**src/hdl/dsf_params.svh**
```systemverilog
// Purpose: constants for the debug status flag block
// Assumes: one 25 MHz clock, classic wishbone register access
// Notes: byte offsets are word aligned
`ifndef DSF_PARAMS_SVH
`define DSF_PARAMS_SVH
`define DSF_OFS_DBG_CS 4'h0
`define DSF_OFS_IRQ_STAT 4'h4
`define DSF_OFS_IRQ_MASK 4'h8
`define DSF_OFS_RET_PC 4'hc
`define DSF_BIT_SSC 0
`define DSF_BIT_SWB 1
`define DSF_BIT_LDB 2
`define DSF_BIT_STB 3
`define DSF_BIT_IAB 4
`define DSF_BIT_DIN 5
`define DSF_BIT_TRS 7
`define DSF_BIT_SSE 8
`define DSF_BIT_BSF 10
`define DSF_BIT_TLF 11
`define DSF_BIT_OES 12
`define DSF_BIT_ACT 30
`define DSF_CS_RESET 32'h0000_0000
`define DSF_PC_RESET 32'h0000_0000
`define DSF_IRQ_W 3
`define DSF_IRQ_ENTRY 0
`define DSF_IRQ_TLB 1
`define DSF_IRQ_BUS 2
`define DSF_BAD_DATA 32'h0000_0000
`endif

```
**src/hdl/dsf_pkg.sv**
```systemverilog
// Purpose: types for the debug status flag block
// Assumes: dsf_params.svh holds the numbers
// Notes: nothing is imported
package dsf_pkg;
    // debug exception causes reported by the pipeline
    typedef struct packed {
        logic take;
        logic single_step;
        logic sw_break;
        logic load_break;
        logic store_break;
        logic instr_break;
        logic dbg_int;
        logic other_exc;
        logic [31:0] pc;
    } dsf_entry_t;
    // faults seen while the handler runs
    typedef struct packed {
        logic tlb_fault;
        logic bus_fault;
        logic prior_ldst;
        logic ldst;
    } dsf_fault_t;
    typedef enum logic [1:0] {
        DSF_BUS_IDLE,
        DSF_BUS_ACK
    } dsf_bus_state_t;
endpackage

```
**src/hdl/dsf_wb_slave.sv**
```systemverilog
// Purpose: classic wishbone slave front end for the debug status block
// Assumes: single cycle reads and writes, one word per register
// Notes: ack is registered, one wait state, dropped after one cycle
`timescale 1ns/100ps
`include "dsf_params.svh"
module dsf_wb_slave (
    input wire logic ref_clk,
    input wire logic reset,
    input wire logic wb_cyc_i,
    input wire logic wb_stb_i,
    input wire logic wb_we_i,
    input wire logic [3:0] wb_adr_i,
    input wire logic [31:0] wb_dat_i,
    input wire logic [3:0] wb_sel_i,
    output logic wb_ack_o,
    output logic [31:0] wb_dat_o,
    output logic wr_stb,
    output logic [3:0] wr_adr,
    output logic [31:0] wr_dat,
    output logic [3:0] wr_sel,
    input wire logic [31:0] rd_dat_a,
    input wire logic [31:0] rd_dat_b,
    input wire logic [31:0] rd_dat_c,
    input wire logic [31:0] rd_dat_d
);
    dsf_pkg::dsf_bus_state_t state_q;
    logic [31:0] rd_mux;

    always_comb begin
        case (wb_adr_i)
            `DSF_OFS_DBG_CS: rd_mux = rd_dat_a;
            `DSF_OFS_IRQ_STAT: rd_mux = rd_dat_b;
            `DSF_OFS_IRQ_MASK: rd_mux = rd_dat_c;
            `DSF_OFS_RET_PC: rd_mux = rd_dat_d;
            default: rd_mux = `DSF_BAD_DATA;
        endcase
    end

    // one access per request; ack never held two cycles
    always_ff @(posedge ref_clk or posedge reset) begin
        if (reset) begin
            state_q <= dsf_pkg::DSF_BUS_IDLE;
            wb_ack_o <= 1'b0;
            wb_dat_o <= `DSF_BAD_DATA;
            wr_stb <= 1'b0;
            wr_adr <= 4'h0;
            wr_dat <= 32'h0000_0000;
            wr_sel <= 4'h0;
        end else begin
            wr_stb <= 1'b0;
            wb_ack_o <= 1'b0;
            case (state_q)
                dsf_pkg::DSF_BUS_IDLE: begin
                    if (wb_cyc_i && wb_stb_i) begin
                        state_q <= dsf_pkg::DSF_BUS_ACK;
                        wb_ack_o <= 1'b1;
                        wb_dat_o <= rd_mux;
                        wr_stb <= wb_we_i;
                        wr_adr <= wb_adr_i;
                        wr_dat <= wb_dat_i;
                        wr_sel <= wb_sel_i;
                    end
                end
                dsf_pkg::DSF_BUS_ACK: begin
                    state_q <= dsf_pkg::DSF_BUS_IDLE;
                end
                default: state_q <= dsf_pkg::DSF_BUS_IDLE;
            endcase
        end
    end
endmodule

```
**src/hdl/dsf_debug_status.sv**
```systemverilog
// Purpose: debug control and status flags, low thirteen bits plus active bit
// Assumes: pipeline pulses entry, return and fault events on ref_clk
// Notes: register writes land the cycle after ack is given
//
// How it works
// - other exception with debug entry sets status
// - return pc never gets ordinary vector
// - tlb fault on prior ldst in handler sets flag
// - tlb flag: write zero clears, set wins
// - bus fault on ldst in handler sets flag
// - bus flag: write zero clears, set wins
// - single step enable, suppressed while handler active
// - test port reset driven while bit set
// - debug interrupt cause bit set on entry
// - instruction break cause bit set on entry
// - store data break cause bit set
// - load data break cause bit set
// - breakpoint instruction sets its cause bit
// - single step cause bit set on entry while single step enable set
// - active set on entry, cleared on return
//
// Design decisions made here: the register addresses and the Wishbone slave port.
`timescale 1ns/100ps
`include "dsf_params.svh"
module dsf_debug_status (
    input wire logic ref_clk,
    input wire logic reset,
    input wire logic wb_cyc_i,
    input wire logic wb_stb_i,
    input wire logic wb_we_i,
    input wire logic [3:0] wb_adr_i,
    input wire logic [31:0] wb_dat_i,
    input wire logic [3:0] wb_sel_i,
    output logic wb_ack_o,
    output logic [31:0] wb_dat_o,
    input wire dsf_pkg::dsf_entry_t entry_i,
    input wire logic return_i,
    input wire dsf_pkg::dsf_fault_t fault_i,
    output logic handler_active_q,
    output logic step_allowed_q,
    output logic test_port_reset_q,
    output logic [31:0] debug_return_pc_q,
    output logic irq_q
);
    logic wr_stb;
    logic [3:0] wr_adr;
    logic [31:0] wr_dat;
    logic [3:0] wr_sel;
    logic [31:0] cs_rd;
    logic [31:0] irq_stat_rd;
    logic [31:0] irq_mask_rd;
    logic cs_wr_lo;
    logic cs_wr_hi;
    logic tlb_set;
    logic bus_set;
    logic entry_ok;
    logic concurrent_other_exc_status_q;
    logic handler_tlb_fault_flag_q;
    logic handler_bus_fault_flag_q;
    logic single_step_enable_q;
    logic dbg_interrupt_cause_q;
    logic instr_addr_break_cause_q;
    logic store_data_break_cause_q;
    logic load_data_break_cause_q;
    logic sw_breakpoint_cause_q;
    logic single_step_cause_q;
    logic [`DSF_IRQ_W-1:0] irq_stat_q;
    logic [`DSF_IRQ_W-1:0] irq_stat_d;
    logic [`DSF_IRQ_W-1:0] irq_mask_q;
    logic [`DSF_IRQ_W-1:0] irq_mask_d;
    logic [`DSF_IRQ_W-1:0] irq_ev;

    // byte lane test shared by the cs, irq status and irq mask write decodes
    function automatic logic lane_hit(input logic [3:0] adr, input logic [3:0] sel,
                                      input logic [3:0] ofs, input int lane);
        lane_hit = (adr == ofs) && sel[lane];
    endfunction

    dsf_wb_slave u_bus (
        .ref_clk(ref_clk),
        .reset(reset),
        .wb_cyc_i(wb_cyc_i),
        .wb_stb_i(wb_stb_i),
        .wb_we_i(wb_we_i),
        .wb_adr_i(wb_adr_i),
        .wb_dat_i(wb_dat_i),
        .wb_sel_i(wb_sel_i),
        .wb_ack_o(wb_ack_o),
        .wb_dat_o(wb_dat_o),
        .wr_stb(wr_stb),
        .wr_adr(wr_adr),
        .wr_dat(wr_dat),
        .wr_sel(wr_sel),
        .rd_dat_a(cs_rd),
        .rd_dat_b(irq_stat_rd),
        .rd_dat_c(irq_mask_rd),
        .rd_dat_d(debug_return_pc_q)
    );

    assign cs_wr_lo = wr_stb && lane_hit(wr_adr, wr_sel, `DSF_OFS_DBG_CS, 0);
    assign cs_wr_hi = wr_stb && lane_hit(wr_adr, wr_sel, `DSF_OFS_DBG_CS, 1);
    // a debug exception is masked while the handler runs
    assign entry_ok = entry_i.take && !handler_active_q;
    assign tlb_set = handler_active_q && fault_i.tlb_fault && fault_i.prior_ldst;
    assign bus_set = handler_active_q && fault_i.bus_fault && fault_i.ldst;

    always_comb begin
        cs_rd = `DSF_CS_RESET;
        cs_rd[`DSF_BIT_ACT] = handler_active_q;
        cs_rd[`DSF_BIT_OES] = concurrent_other_exc_status_q;
        cs_rd[`DSF_BIT_TLF] = handler_tlb_fault_flag_q;
        cs_rd[`DSF_BIT_BSF] = handler_bus_fault_flag_q;
        cs_rd[`DSF_BIT_SSE] = single_step_enable_q;
        cs_rd[`DSF_BIT_TRS] = test_port_reset_q;
        cs_rd[`DSF_BIT_DIN] = dbg_interrupt_cause_q;
        cs_rd[`DSF_BIT_IAB] = instr_addr_break_cause_q;
        cs_rd[`DSF_BIT_STB] = store_data_break_cause_q;
        cs_rd[`DSF_BIT_LDB] = load_data_break_cause_q;
        cs_rd[`DSF_BIT_SWB] = sw_breakpoint_cause_q;
        cs_rd[`DSF_BIT_SSC] = single_step_cause_q;
        irq_stat_rd = 32'h0000_0000;
        irq_stat_rd[`DSF_IRQ_W-1:0] = irq_stat_q;
        irq_mask_rd = 32'h0000_0000;
        irq_mask_rd[`DSF_IRQ_W-1:0] = irq_mask_q;
    end

    // handler active state
    always_ff @(posedge ref_clk or posedge reset) begin
        if (reset) begin
            handler_active_q <= 1'b0;
        end else if (entry_ok) begin
            handler_active_q <= 1'b1;
        end else if (return_i) begin
            handler_active_q <= 1'b0;
        end
    end

    // cause bits are replaced as a set on each entry, software cannot write them
    always_ff @(posedge ref_clk or posedge reset) begin
        if (reset) begin
            concurrent_other_exc_status_q <= 1'b0;
            dbg_interrupt_cause_q <= 1'b0;
            instr_addr_break_cause_q <= 1'b0;
            store_data_break_cause_q <= 1'b0;
            load_data_break_cause_q <= 1'b0;
            sw_breakpoint_cause_q <= 1'b0;
            single_step_cause_q <= 1'b0;
        end else if (entry_ok) begin
            concurrent_other_exc_status_q <= entry_i.other_exc;
            dbg_interrupt_cause_q <= entry_i.dbg_int;
            instr_addr_break_cause_q <= entry_i.instr_break;
            store_data_break_cause_q <= entry_i.store_break;
            load_data_break_cause_q <= entry_i.load_break;
            sw_breakpoint_cause_q <= entry_i.sw_break;
            single_step_cause_q <= entry_i.single_step && single_step_enable_q;
        end
    end

    // return pc takes the faulting pc, not a vector; software may overwrite
    always_ff @(posedge ref_clk or posedge reset) begin
        if (reset) begin
            debug_return_pc_q <= `DSF_PC_RESET;
        end else if (entry_ok) begin
            debug_return_pc_q <= entry_i.pc;
        end else if (wr_stb && wr_adr == `DSF_OFS_RET_PC) begin
            for (int i = 0; i < 4; i++) begin
                if (wr_sel[i]) begin
                    debug_return_pc_q[i*8 +: 8] <= wr_dat[i*8 +: 8];
                end
            end
        end
    end

    // fault flags: hardware set beats a software clear
    always_ff @(posedge ref_clk or posedge reset) begin
        if (reset) begin
            handler_tlb_fault_flag_q <= 1'b0;
            handler_bus_fault_flag_q <= 1'b0;
        end else begin
            if (tlb_set) begin
                handler_tlb_fault_flag_q <= 1'b1;
            end else if (cs_wr_hi && !wr_dat[`DSF_BIT_TLF]) begin
                handler_tlb_fault_flag_q <= 1'b0;
            end
            if (bus_set) begin
                handler_bus_fault_flag_q <= 1'b1;
            end else if (cs_wr_hi && !wr_dat[`DSF_BIT_BSF]) begin
                handler_bus_fault_flag_q <= 1'b0;
            end
        end
    end

    // software controls
    always_ff @(posedge ref_clk or posedge reset) begin
        if (reset) begin
            single_step_enable_q <= 1'b0;
            test_port_reset_q <= 1'b0;
        end else begin
            if (cs_wr_hi) begin
                single_step_enable_q <= wr_dat[`DSF_BIT_SSE];
            end
            if (cs_wr_lo) begin
                test_port_reset_q <= wr_dat[`DSF_BIT_TRS];
            end
        end
    end

    // registered so the output comes from a flop; lags by one cycle
    always_ff @(posedge ref_clk or posedge reset) begin
        if (reset) begin
            step_allowed_q <= 1'b0;
        end else begin
            step_allowed_q <= single_step_enable_q && !handler_active_q;
        end
    end

    assign irq_ev[`DSF_IRQ_ENTRY] = entry_ok;
    assign irq_ev[`DSF_IRQ_TLB] = tlb_set;
    assign irq_ev[`DSF_IRQ_BUS] = bus_set;

    // sticky events, write one to clear, a new event wins
    always_comb begin
        irq_stat_d = irq_stat_q;
        if (wr_stb && lane_hit(wr_adr, wr_sel, `DSF_OFS_IRQ_STAT, 0)) begin
            irq_stat_d = irq_stat_q & ~wr_dat[`DSF_IRQ_W-1:0];
        end
        irq_stat_d = irq_stat_d | irq_ev;
        // irq follows a mask write in the same edge, no stale cycle
        irq_mask_d = irq_mask_q;
        if (wr_stb && lane_hit(wr_adr, wr_sel, `DSF_OFS_IRQ_MASK, 0)) begin
            irq_mask_d = wr_dat[`DSF_IRQ_W-1:0];
        end
    end

    always_ff @(posedge ref_clk or posedge reset) begin
        if (reset) begin
            irq_stat_q <= '0;
            irq_mask_q <= '0;
            irq_q <= 1'b0;
        end else begin
            irq_stat_q <= irq_stat_d;
            irq_mask_q <= irq_mask_d;
            irq_q <= |(irq_stat_d & irq_mask_d);
        end
    end
endmodule

```
**config.mk**
```make
export PLATFORM = sky130hd
export DESIGN_NAME = dsf_debug_status
export DESIGN_NICKNAME = d
export VERILOG_FILES = /design/src/hdl/dsf_pkg.sv /design/src/hdl/dsf_wb_slave.sv /design/src/hdl/dsf_debug_status.sv
export VERILOG_INCLUDE_DIRS = /design/src /design/src/hdl
export SDC_FILE = /design/constraint.sdc
export NUM_CORES = 1
export LEC_CHECK = 0
export ABC_CLOCK_PERIOD_IN_PS = 7100
export BUFFER_PORTS_ARGS = -buffer_cell sky130_fd_sc_hd__buf_2
export CORE_ASPECT_RATIO = 0.75
export CORE_MARGIN = 3
export CORE_UTILIZATION = 57
export CTS_BUF_LIST = sky130_fd_sc_hd__clkbuf_4 sky130_fd_sc_hd__clkbuf_8 sky130_fd_sc_hd__clkbuf_16
export DETAILED_ROUTE_END_ITERATION = 7
export MAX_ROUTING_LAYER = met4
export PLACE_DENSITY = 0.9
export SLEW_MARGIN = 30
export SYNTH_ARGS = -nofsm -noshare
export SYNTH_HDL_FRONTEND = slang
export SYNTH_HIERARCHICAL = 1
export SYNTH_SLANG_ARGS = --single-unit
```
**constraint.sdc**
```tcl
create_clock -name ref_clk -period 7.1 [get_ports ref_clk]
set_clock_uncertainty 0.15 [all_clocks]
set_input_delay 1.42 -clock ref_clk [delete_from_list [all_inputs] [get_ports ref_clk]]
set_output_delay 1.42 -clock ref_clk [all_outputs]
set_load 0.02 [all_outputs]
```
==> qor.yml, run 1 <==
run_status:
  result_of_the_run: "finished clean"
detailed_routing:
  antenna_left: 0
  detail_route.vias_per_cell: 5.57
  drc: 0
  first_iter_violations: 354
  detailroute.via_count: 4885
  route.final.wire_length_um: 16200
  drt_first_pass_iters: 5
  wl_per_cell_um: 18.4
clocking:
  post_cts_resize_count: 0
  tritoncts: "built"
  later_pin_clock_latency_in_the_skew_report_ps: 410
  clkTransAtPathRegs_ps: 50
  postCtsSetupBuffers: 0
  h_tree_levels: 4
  cts-buffers-inserted: 17
  cts.hold.buffers_added: 0
  ctsRootBufferMaster: "clkbuf_16"
  clock-sinks: 127
  clock_tree.buffer_depth: 2
critical_path:
  worst-path-max-fanout: 75
  critPathLaunchType: "input pin"
  cp.arrival_ps: 3010
  crit_type: "in -> reg"
  worstSetupEndpointType: "flop"
  worst-endpoint-required_ps: 7230
yosys:
  ys_seq_elements: 127
  sequential_fraction_of_the_synthesis_area_pct: 52.1
  synth-edff-count: 0
  synth_area_leaders: "dfrtp_1, mux2i_1, a22o_1"
  syn_inst: 506
  ys_warn_count: 6
  netlist_area_um2: 6100
  yosysTopAreaCellShare_pct: 52.1
  ys_types: 42
  async_flop_share_pct: 100
  post-synth-top-count-cell: "dfrtp_1"
  dominantRegCellSynth: "dfrtp_1"
  syn-mean-instance-area_um2: 12.1
  netlist.top_cell.by_area: "dfrtp_1"
  netlist_top_cells_count: "dfrtp_1, mux2i_1, nand2_1"
timing:
  finalHoldViolations: 0
  rsz0062_at_grt: "no"
  layout_worst_path_cycle_share_pct: 40.5
  setup_viol: 0
  worst_slew_margin_rel_pct: 38.1
  setup_tns_ps: 0
  max_slew.worst_pin.slew_ps: 928
  finalMaxSlewViolations: 0
  final.min_clock_period_ps: 2870
  fmax_mhz: 348
power_and_ir_drop:
  power.leakage_nw: 4.02
  worst_ir_drop_vdd_uv: 194
  power-per-cell-area_nw_per_um2: 289
die:
  num_io_pins: 159
  core-area_um2: 10400
  die_extent_in_y_um: 95.6
  floorplan.die.width_um: 126
  initial_core_util_pct: 58.9
  placementRows: 32
  design.die.area_um2: 12000
finish:
  drive_gt1_share_pct: 31.7
  syn2layout_area_growth_pct: 26.7
  finalNetCount: 818
  diodes: 0
  stdcell_area_um2: 7740
global_route:
  first_global_vias: 5014
  wire_length_of_the_first_global_routing_pass_um: 25300
  antenna_found_initial: 0
  grt_start_max_net_pins: 76
  global_route.overflow_total: 0
  grt_util_all_layers_pct: 28.0
placement:
  io_buffers: 158
  globalplace.congestion: 0.848
  hpwl_um: 10900
  post_dp_cell_area_um2: 7160
min_path:
  worst_hold_path_type: "reg -> reg"
run:
  maxCapViolations: 0
-- worst max-delay path: stages --
cell and delay, ps:
buf_2 100, nand3b_1 90, buf_4 710, nor3_2 70
buf_4 290, a22o_1 240
-- final timing paths --
check,startpoint,endpoint,slack (ps),cells after the start
worst min-delay path,u_bus/wr_dat[27],u_bus/wr_dat[27],340,1
worst max register to register,u_bus/state_q[0],u_bus/wb_dat_o[21],4970,5
worst max-delay path,wb_stb_i,u_bus/wb_dat_o[21],4230,6
min in group asynchronous,reset,debug_return_pc_q[25],990,2
worst min register to register,u_bus/wr_dat[27],u_bus/wr_dat[27],340,1
max in group asynchronous,reset,u_bus/wr_dat[10],5230,3
-- cells in the final DEF, fill, tap and decap left out, types with 3 or more instances in the layout --
master     Yosys  routed
buf_2         17     157
dfrtp_1      127     127
mux2i_1       97      97
conb_1         1      78
nand2_1       55      55
o22ai_1       32      32
a22o_1        32      32
o21ai_1       27      27
mux2_2        23      23
mux2_1        19      19
clkbuf_16      0      17
o21ai_0       10      10
inv_1         11       9
nand3_1        8       8
clkbuf_4       0       6
clkinv_2       0       5
a31oi_4        4       4
clkbuf_8       1       3
buf_4         10       3
-- power by group --
group	switching (mW)	internal, mW
registers	0.106	0.841
clock network	0.296	0.530
logic	0.275	0.187
total	0.677	1.56
-- final cells by class --
type                    count  area, µm²
fillers                   690       2630
clock inverters             6       57.6
multi-input cells         409       2940
flip-flops and latches    127       3180
inverters                  11       45.0
well taps                 136        170
repair buffers            162        831
clock buffers              26        512
-- kinds of logic (layout without fill, tap and decap cells) --
group	Yosys count	in the layout	synth area share (%)
buffers and inverters	47	205	4.69
other	1	78	0.0614
and+or+nand+nor	82	82	6.50
DFF	127	127	52.1
muxes	139	139	23.7
AOI/OAI and AO/OA	110	110	13.0
-- stage by stage --
step	utilization (%)	setup WS (ps)	power, mW	hold WS, ps	std cells
detailed placement	69.0	3900	1.41	321	845
floorplan	-	3620	1.24	288	583
global placement	69.0	3940	1.38	309	845
global route	74.6	4190	2.33	354	877
finish	74.6	4230	2.23	339	877
CTS	74.5	4300	2.24	333	877
-- metal layers --
metal / part of all wire [%] / GRT usage, % / wire [µm] / up-vias
met5: 0 / - / 0 / -
met4: 2.1 / 11.3 / 342 / 0
met3: 4.7 / 5.26 / 765 / 43
met2: 52 / 47.3 / 8360 / 204
met1: 41 / 33.6 / 6700 / 2415
li1: - / - / - / 2223
-- sequential cells by signal, indices dropped and copies added, names as in the netlist, 3 cells and up --
register,cells
u_bus/wr_sel,4
debug_return_pc_q,32
irq_mask_q,3
u_bus/wr_dat,32
u_bus/wr_adr,4
irq_stat_q,3
u_bus/wb_dat_o,32
Power figures use the tool's default switching activity.
==> inputs of run 2 (changes only) <==
- ABC_CLOCK_PERIOD_IN_PS: 7100 -> 2800
- CORE_UTILIZATION: 57 -> 53
- PLACE_DENSITY: 0.9 -> 0.85
- clock period: 7.1 -> 2.8 ns (I/O delays scaled with it)
==> run 2 against run 1 <==
Effect of this change:
- sequential share of layout area is 0.95 points lower
- first-iteration DRC count is 0.28% lower
- cell count is 1.6% higher
- final area is 2.4% higher
- total power grew to 2.6 times the previous value
- non-clock buffer count is 10 higher
- routed wire length is 1.5% lower
- global-route usage is 1.9 points lower
- clock-buffer cell count is 8 lower
- hold slack worse by 160 ps
- worst setup slack worse by 3400 ps
- critical path depth is 2 lower
- critical endpoint is now debug_return_pc_q[12]
==> qor.yml, run 2 (synthesized netlist as in run 1, its figures left out) <==
run_status:
  result_of_the_run: "finished clean"
clocking:
  later_pin_clock_latency_in_the_skew_report_ps: 410  # about the same
  ctsRootBufferMaster: "clkbuf_16"
  cts-buffers-inserted: 17  # unchanged
  tritoncts: "built"
  h_tree_levels: 4  # unchanged
  clock-sinks: 127  # unchanged
  postCtsSetupBuffers: 0  # unchanged
  clkTransAtPathRegs_ps: 60  # about the same
  clock_tree.buffer_depth: 2  # unchanged
timing:
  fin_ws_ps: 850  # -3380 ps
  worst_slew_margin_rel_pct: 54.9  # +17 points
  layout_worst_path_cycle_share_pct: 69.7
  setup_viol: 0  # unchanged
  max_slew.worst_pin.slew_ps: 676  # -252 ps
  fmax_mhz: 513
  finalMaxSlewViolations: 0  # unchanged
  rsz0062_at_grt: "no"
  setup_tns_ps: 0  # unchanged
  final.min_clock_period_ps: 1950
  finalHoldViolations: 0  # unchanged
die:
  floorplan.die.width_um: 130  # +3.5%
  initial_core_util_pct: 55.2  # -3.7 points
  placementRows: 33  # +3.1%
  die_extent_in_y_um: 98.9  # +3.5%
  core-area_um2: 11100  # +6.7%
  design.die.area_um2: 12900  # +7.1%
  num_io_pins: 159  # unchanged
global_route:
  wire_length_of_the_first_global_routing_pass_um: 25100  # -0.87%
  global_route.overflow_total: 0  # unchanged
  antenna_found_initial: 0  # unchanged
  grt_start_max_net_pins: 75  # -1.3%
  grt_util_all_layers_pct: 26.1  # -1.9 points
  first_global_vias: 4860  # -3.1%
finish:
  drive_gt1_share_pct: 32.2  # +0.51 points
  final_cell_mix: "buf_2, dfrtp_1, mux2i_1"
  syn2layout_area_growth_pct: 29.7
  finalNetCount: 828  # +1.2%
  layout.filler_cells: 764  # +11%
  layout.cells.most_common: "buf_2"
  diodes: 0  # unchanged
  biggestRegsByFlops: "debug_return_pc_q x32, u_bus/wb_dat_o x32, u_bus/wr_dat x32"
detailed_routing:
  drc: 0  # unchanged
  detail_route.vias_per_cell: 5.38  # -3.4%
  detailroute.via_count: 4792  # -1.9%
  route.final.wire_length_um: 15900  # -1.5%
  first_iter_violations: 353  # -0.28%
  wl_per_cell_um: 17.9  # -3.0%
  antenna_left: 0  # unchanged
  drt_first_pass_iters: 5  # unchanged
placement:
  io_buffers: 158  # unchanged
  globalplace.congestion: 0.873  # +2.9%
  preCtsSetupSlack_ps: 618  # -3280 ps
  hpwl_um: 11100  # +2.3%
critical_path:
  cp.arrival_ps: 2070  # -940 ps
  crit_type: "reg -> reg"
  worstSetupEndpointType: "flop"
  critPathLaunchType: "flop"
  worst-endpoint-required_ps: 2920  # -4310 ps
  worst-path-max-fanout: 15  # -80%
run:
  maxCapViolations: 0  # unchanged
power_and_ir_drop:
  power.leakage_nw: 4.09  # +1.8%
  worst_ir_drop_vdd_uv: 478  # +150%
  power-per-cell-area_nw_per_um2: 746  # +160%
min_path:
  worst_hold_path_type: "in -> reg"
==> run 2: cell count changes in the layout (fill, tap and decap cells not counted), moves of 2 or more <==
cell | previous run | this run
buf_4 | 3 | 10
clkbuf_4 | 6 | 0
buf_12 | 0 | 4
bufinv_16 | 1 | 4
clkinv_4 | 0 | 3
clkinvlp_4 | 1 | 4
buf_6 | 2 | 0
clkbuf_8 | 3 | 1
==> run 2: cell type report <==
| class | instances | area (µm²) | share of cell area (%) |
|---|---|---|---|
| Multi-Input combinational cell | 409 | 2940 | 37.1 |
| Inverter | 11 | 42.5 | 0.537 |
| Timing Repair Buffer | 172 | 951 | 12.0 |
| Sequential cell | 127 | 3180 | 40.1 |
| Tap cell | 140 | 175 | 2.21 |
| Clock buffer | 18 | 439 | 5.55 |
| Clock inverter | 14 | 191 | 2.42 |
==> run 2: worst paths after layout <==
| kind | slack, ps | to | depth (start not counted) | startpoint |
|---|---|---|---|---|
| max in group asynchronous | 1200 | u_bus/wb_dat_o[13] | 4 | reset |
| max | 850 | debug_return_pc_q[12] | 4 | handler_active_q |
| min reg2reg | 330 | load_data_break_cause_q | 2 | load_data_break_cause_q |
| max reg2reg | 850 | debug_return_pc_q[12] | 4 | handler_active_q |
| min in group asynchronous | 450 | debug_return_pc_q[26] | 3 | reset |
| min | 180 | handler_active_q | 2 | return_i |
==> run 2: power by group <==
group	switching (mW)	leakage [nW]	internal [mW]
Combinational	0.683	2.20	0.488
Sequential	0.266	1.59	2.13
Clock	0.831	0.298	1.51
Total	1.78	4.09	4.13
==> run 2: worst max-delay path, stage by stage (launching register included) <==
cell     delay, ps
dfrtp_1        490
nor2b_4        490
buf_4          360
mux2i_1        210
o21ai_0         90
==> run 2: metal layers <==
metal  track usage (%)  vias up  routed length (µm)
met4              7.75        0                 284
met2              42.0      153                7900
met3              5.69       34                 814
met5                 -        -                   0
li1                  -     2245                   -
met1              33.4     2360                6930
==> run 2: repair_timing <==
item,CTS,global route
endpoints found under the hold margin,5,0
gates resized for setup,0,0
hold buffers,1,0
==> run 2: through the flow <==
stage	instances	util (%)	power, mW	hold slack (ps)	cell area (µm²)
floorplan	583	-	3.15	288	6390
global placement	858	65.8	3.52	305	7280
detailed placement	858	65.8	3.58	317	7280
CTS	891	71.6	5.92	167	7920
global route	891	71.6	6.15	171	7920
finish	891	71.6	5.91	177	7920
==> inputs of run 3 (changes only) <==
- ABC_CLOCK_PERIOD_IN_PS: 2800 -> 1800
- clock period: 2.8 -> 1.8 ns (I/O delays scaled with it)
==> run 3 against run 2 <==
Effect of this change:
- combinational power is 64% higher
- flip-flop and latch count is the same
- register-to-register slack got worse by 760 ps
- largest power group unchanged
- highest routed layer unchanged
==> qor.yml, run 3 (synthesized netlist as in run 1, its figures left out) <==
clocking:
  ctsRootBufferMaster: "clkbuf_16"
  h_tree_levels: 4  # unchanged
  clock-sinks: 127  # unchanged
  clock_tree.buffer_depth: 2  # unchanged
  cts-buffers-inserted: 17  # unchanged
  postCtsSetupBuffers: 0  # unchanged
  tritoncts: "built"
  later_pin_clock_latency_in_the_skew_report_ps: 400  # about the same
  clkTransAtPathRegs_ps: 50  # about the same
detailed_routing:
  drt_first_pass_iters: 5  # unchanged
  wl_per_cell_um: 18.3  # +2.4%
  route.final.wire_length_um: 16500  # +3.7%
  antenna_left: 0  # unchanged
  drc: 0  # unchanged
  detail_route.vias_per_cell: 5.51  # +2.4%
  first_iter_violations: 324  # -8.2%
  detailroute.via_count: 4968  # +3.7%
timing:
  fmax_mhz: 583  # +14%
  setup_tns_ps: 0  # unchanged
  finalHoldViolations: 0  # unchanged
  setup_viol: 0  # unchanged
  fin_ws_ps: 84.6  # -765 ps
  timing.hold.ws_ps: 13.0  # -164 ps
  rsz0062_at_grt: "no"
  layout_worst_path_cycle_share_pct: 95.3  # +26 points
  finalMaxSlewViolations: 0  # unchanged
  final.min_clock_period_ps: 1720  # -235 ps
global_route:
  antenna_found_initial: 0  # unchanged
  grt_util_all_layers_pct: 27.4  # +1.3 points
  global_route.overflow_total: 0  # unchanged
  first_global_vias: 5244  # +7.9%
  grt_start_max_net_pins: 55  # -27%
  wire_length_of_the_first_global_routing_pass_um: 26400  # +5.0%
critical_path:
  worst-path-max-fanout: 5  # -10
  worstSetupEndpointType: "flop"
  critPathLaunchType: "flop"
  crit_type: "reg -> reg"
  cp.arrival_ps: 1840  # -230 ps
  cpLargestDelayFamily: "simple AND/OR/NAND/NOR gates"
  crit_slowest_cell: "or4b_4"
  cp_cell_sequence: "or4b_4, o21ai_4, o2bb2ai_2, o221ai_2"
  critical_path.n_buffers_inverters: 0  # -1
  worst-endpoint-required_ps: 1930  # -990 ps
  worst_path_largest_cell_delay_ps: 600  # +110 ps
power_and_ir_drop:
  design_power_total_mw: 9.16  # +55%
  power.leakage_nw: 4.19  # +2.4%
  power-per-cell-area_nw_per_um2: 1130  # +51%
  worst_ir_drop_vdd_uv: 707  # +48%
placement:
  post_dp_cell_area_um2: 7400  # +1.7%
  globalplace.congestion: 0.828  # -5.1%
  io_buffers: 158  # unchanged
  preCtsSetupSlack_ps: 104  # -514 ps
  hpwl_um: 11700  # +5.1%
finish:
  finalNetCount: 840  # +1.4%
  layout.filler_cells: 775  # +1.4%
  multiInputGateArea_um2: 2960  # +0.68%
  stdcell_area_um2: 8110  # +2.4%
  layout.cells.most_common: "buf_2"
  drive_gt1_share_pct: 32.7  # +0.45 points
  diodes: 0  # unchanged
  final-seq-area_um2: 3180  # unchanged
  syn2layout_area_growth_pct: 32.8
  final_cell_mix: "buf_2, dfrtp_1, mux2i_1"
  biggestRegsByFlops: "debug_return_pc_q x32, u_bus/wb_dat_o x32, u_bus/wr_dat x32"
run_status:
  result_of_the_run: "finished clean"
die:
  design.die.area_um2: 12900  # unchanged
  num_io_pins: 159  # unchanged
  die_extent_in_y_um: 98.9  # unchanged
  core-area_um2: 11100  # unchanged
  initial_core_util_pct: 55.2  # unchanged
  floorplan.die.width_um: 130  # unchanged
  placementRows: 33  # unchanged
min_path:
  worst_hold_path_type: "in -> reg"
run:
  maxCapViolations: 0  # unchanged
-- run 3: cell count changes in the layout (fill, tap and decap cells not counted), sizes merged --
cell         change
clkbuf           +7
buf              +6
dlygate4sd3      +6
clkinv           -4
clkinvlp         -3
bufinv           -1
-- run 3: path summary, 6_finish.rpt --
kind	from	end	slack [ps]	cells after the start
worst max-delay path	u_bus/wr_adr[1]	irq_q	80	4
worst min-delay path	wb_dat_i[25]	u_bus/wr_dat[25]	10	2
worst max register to register	u_bus/wr_adr[1]	irq_q	80	4
worst min register to register	concurrent_other_exc_status_q	concurrent_other_exc_status_q	330	2
max in group asynchronous	reset	u_bus/wb_dat_o[3]	640	4
min in group asynchronous	reset	u_bus/wr_dat[25]	450	4
-- run 3: worst register-to-register path, stage by stage (launching register included) --
cell	delay (ps)
dfrtp_1	430
or4b_4	600
o21ai_4	190
o2bb2ai_2	130
o221ai_2	100
-- run 3: cell type report --
cell class,instances,share of cell area (%)
Clock inverter,6,1.30
Clock buffer,25,6.30
Multi-Input combinational cell,409,36.5
Inverter,11,0.556
Timing Repair Buffer,184,14.0
Tap cell,140,2.16
Sequential cell,127,39.2
-- run 3: through the flow --
| stage | utilization [%] | cells |
|---|---|---|
| final | 73.3 | 902 |
| after global routing | 73.3 | 902 |
| after CTS | 73.1 | 902 |
| after detailed placement | 66.9 | 864 |
| after global placement | 66.9 | 864 |
| after floorplan | - | 583 |
-- run 3: report_power, final --
group / internal (mW) / leakage (nW) / switching (mW)
Clock: 2.37 / 0.311 / 1.14
Combinational: 0.814 / 2.28 / 1.10
Sequential: 3.32 / 1.59 / 0.413
-- run 3: repair_timing --
action	4_1_cts	5_1_grt
resized for setup	0	3
setup endpoints to repair	0	3
hold endpoints to repair	108	0
hold buffers	7	0
-- run 3: metal layers --
layer  part of all wire (%)  routed length, µm  GRT usage, %  up-vias
met3                    5.7                937          6.23       34
met5                      0                  0             -        -
met4                    1.9                322          9.19        0
met2                     52               8560          44.7      201
met1                     41               6700          34.0     2474
li1                       -                  -             -     2259
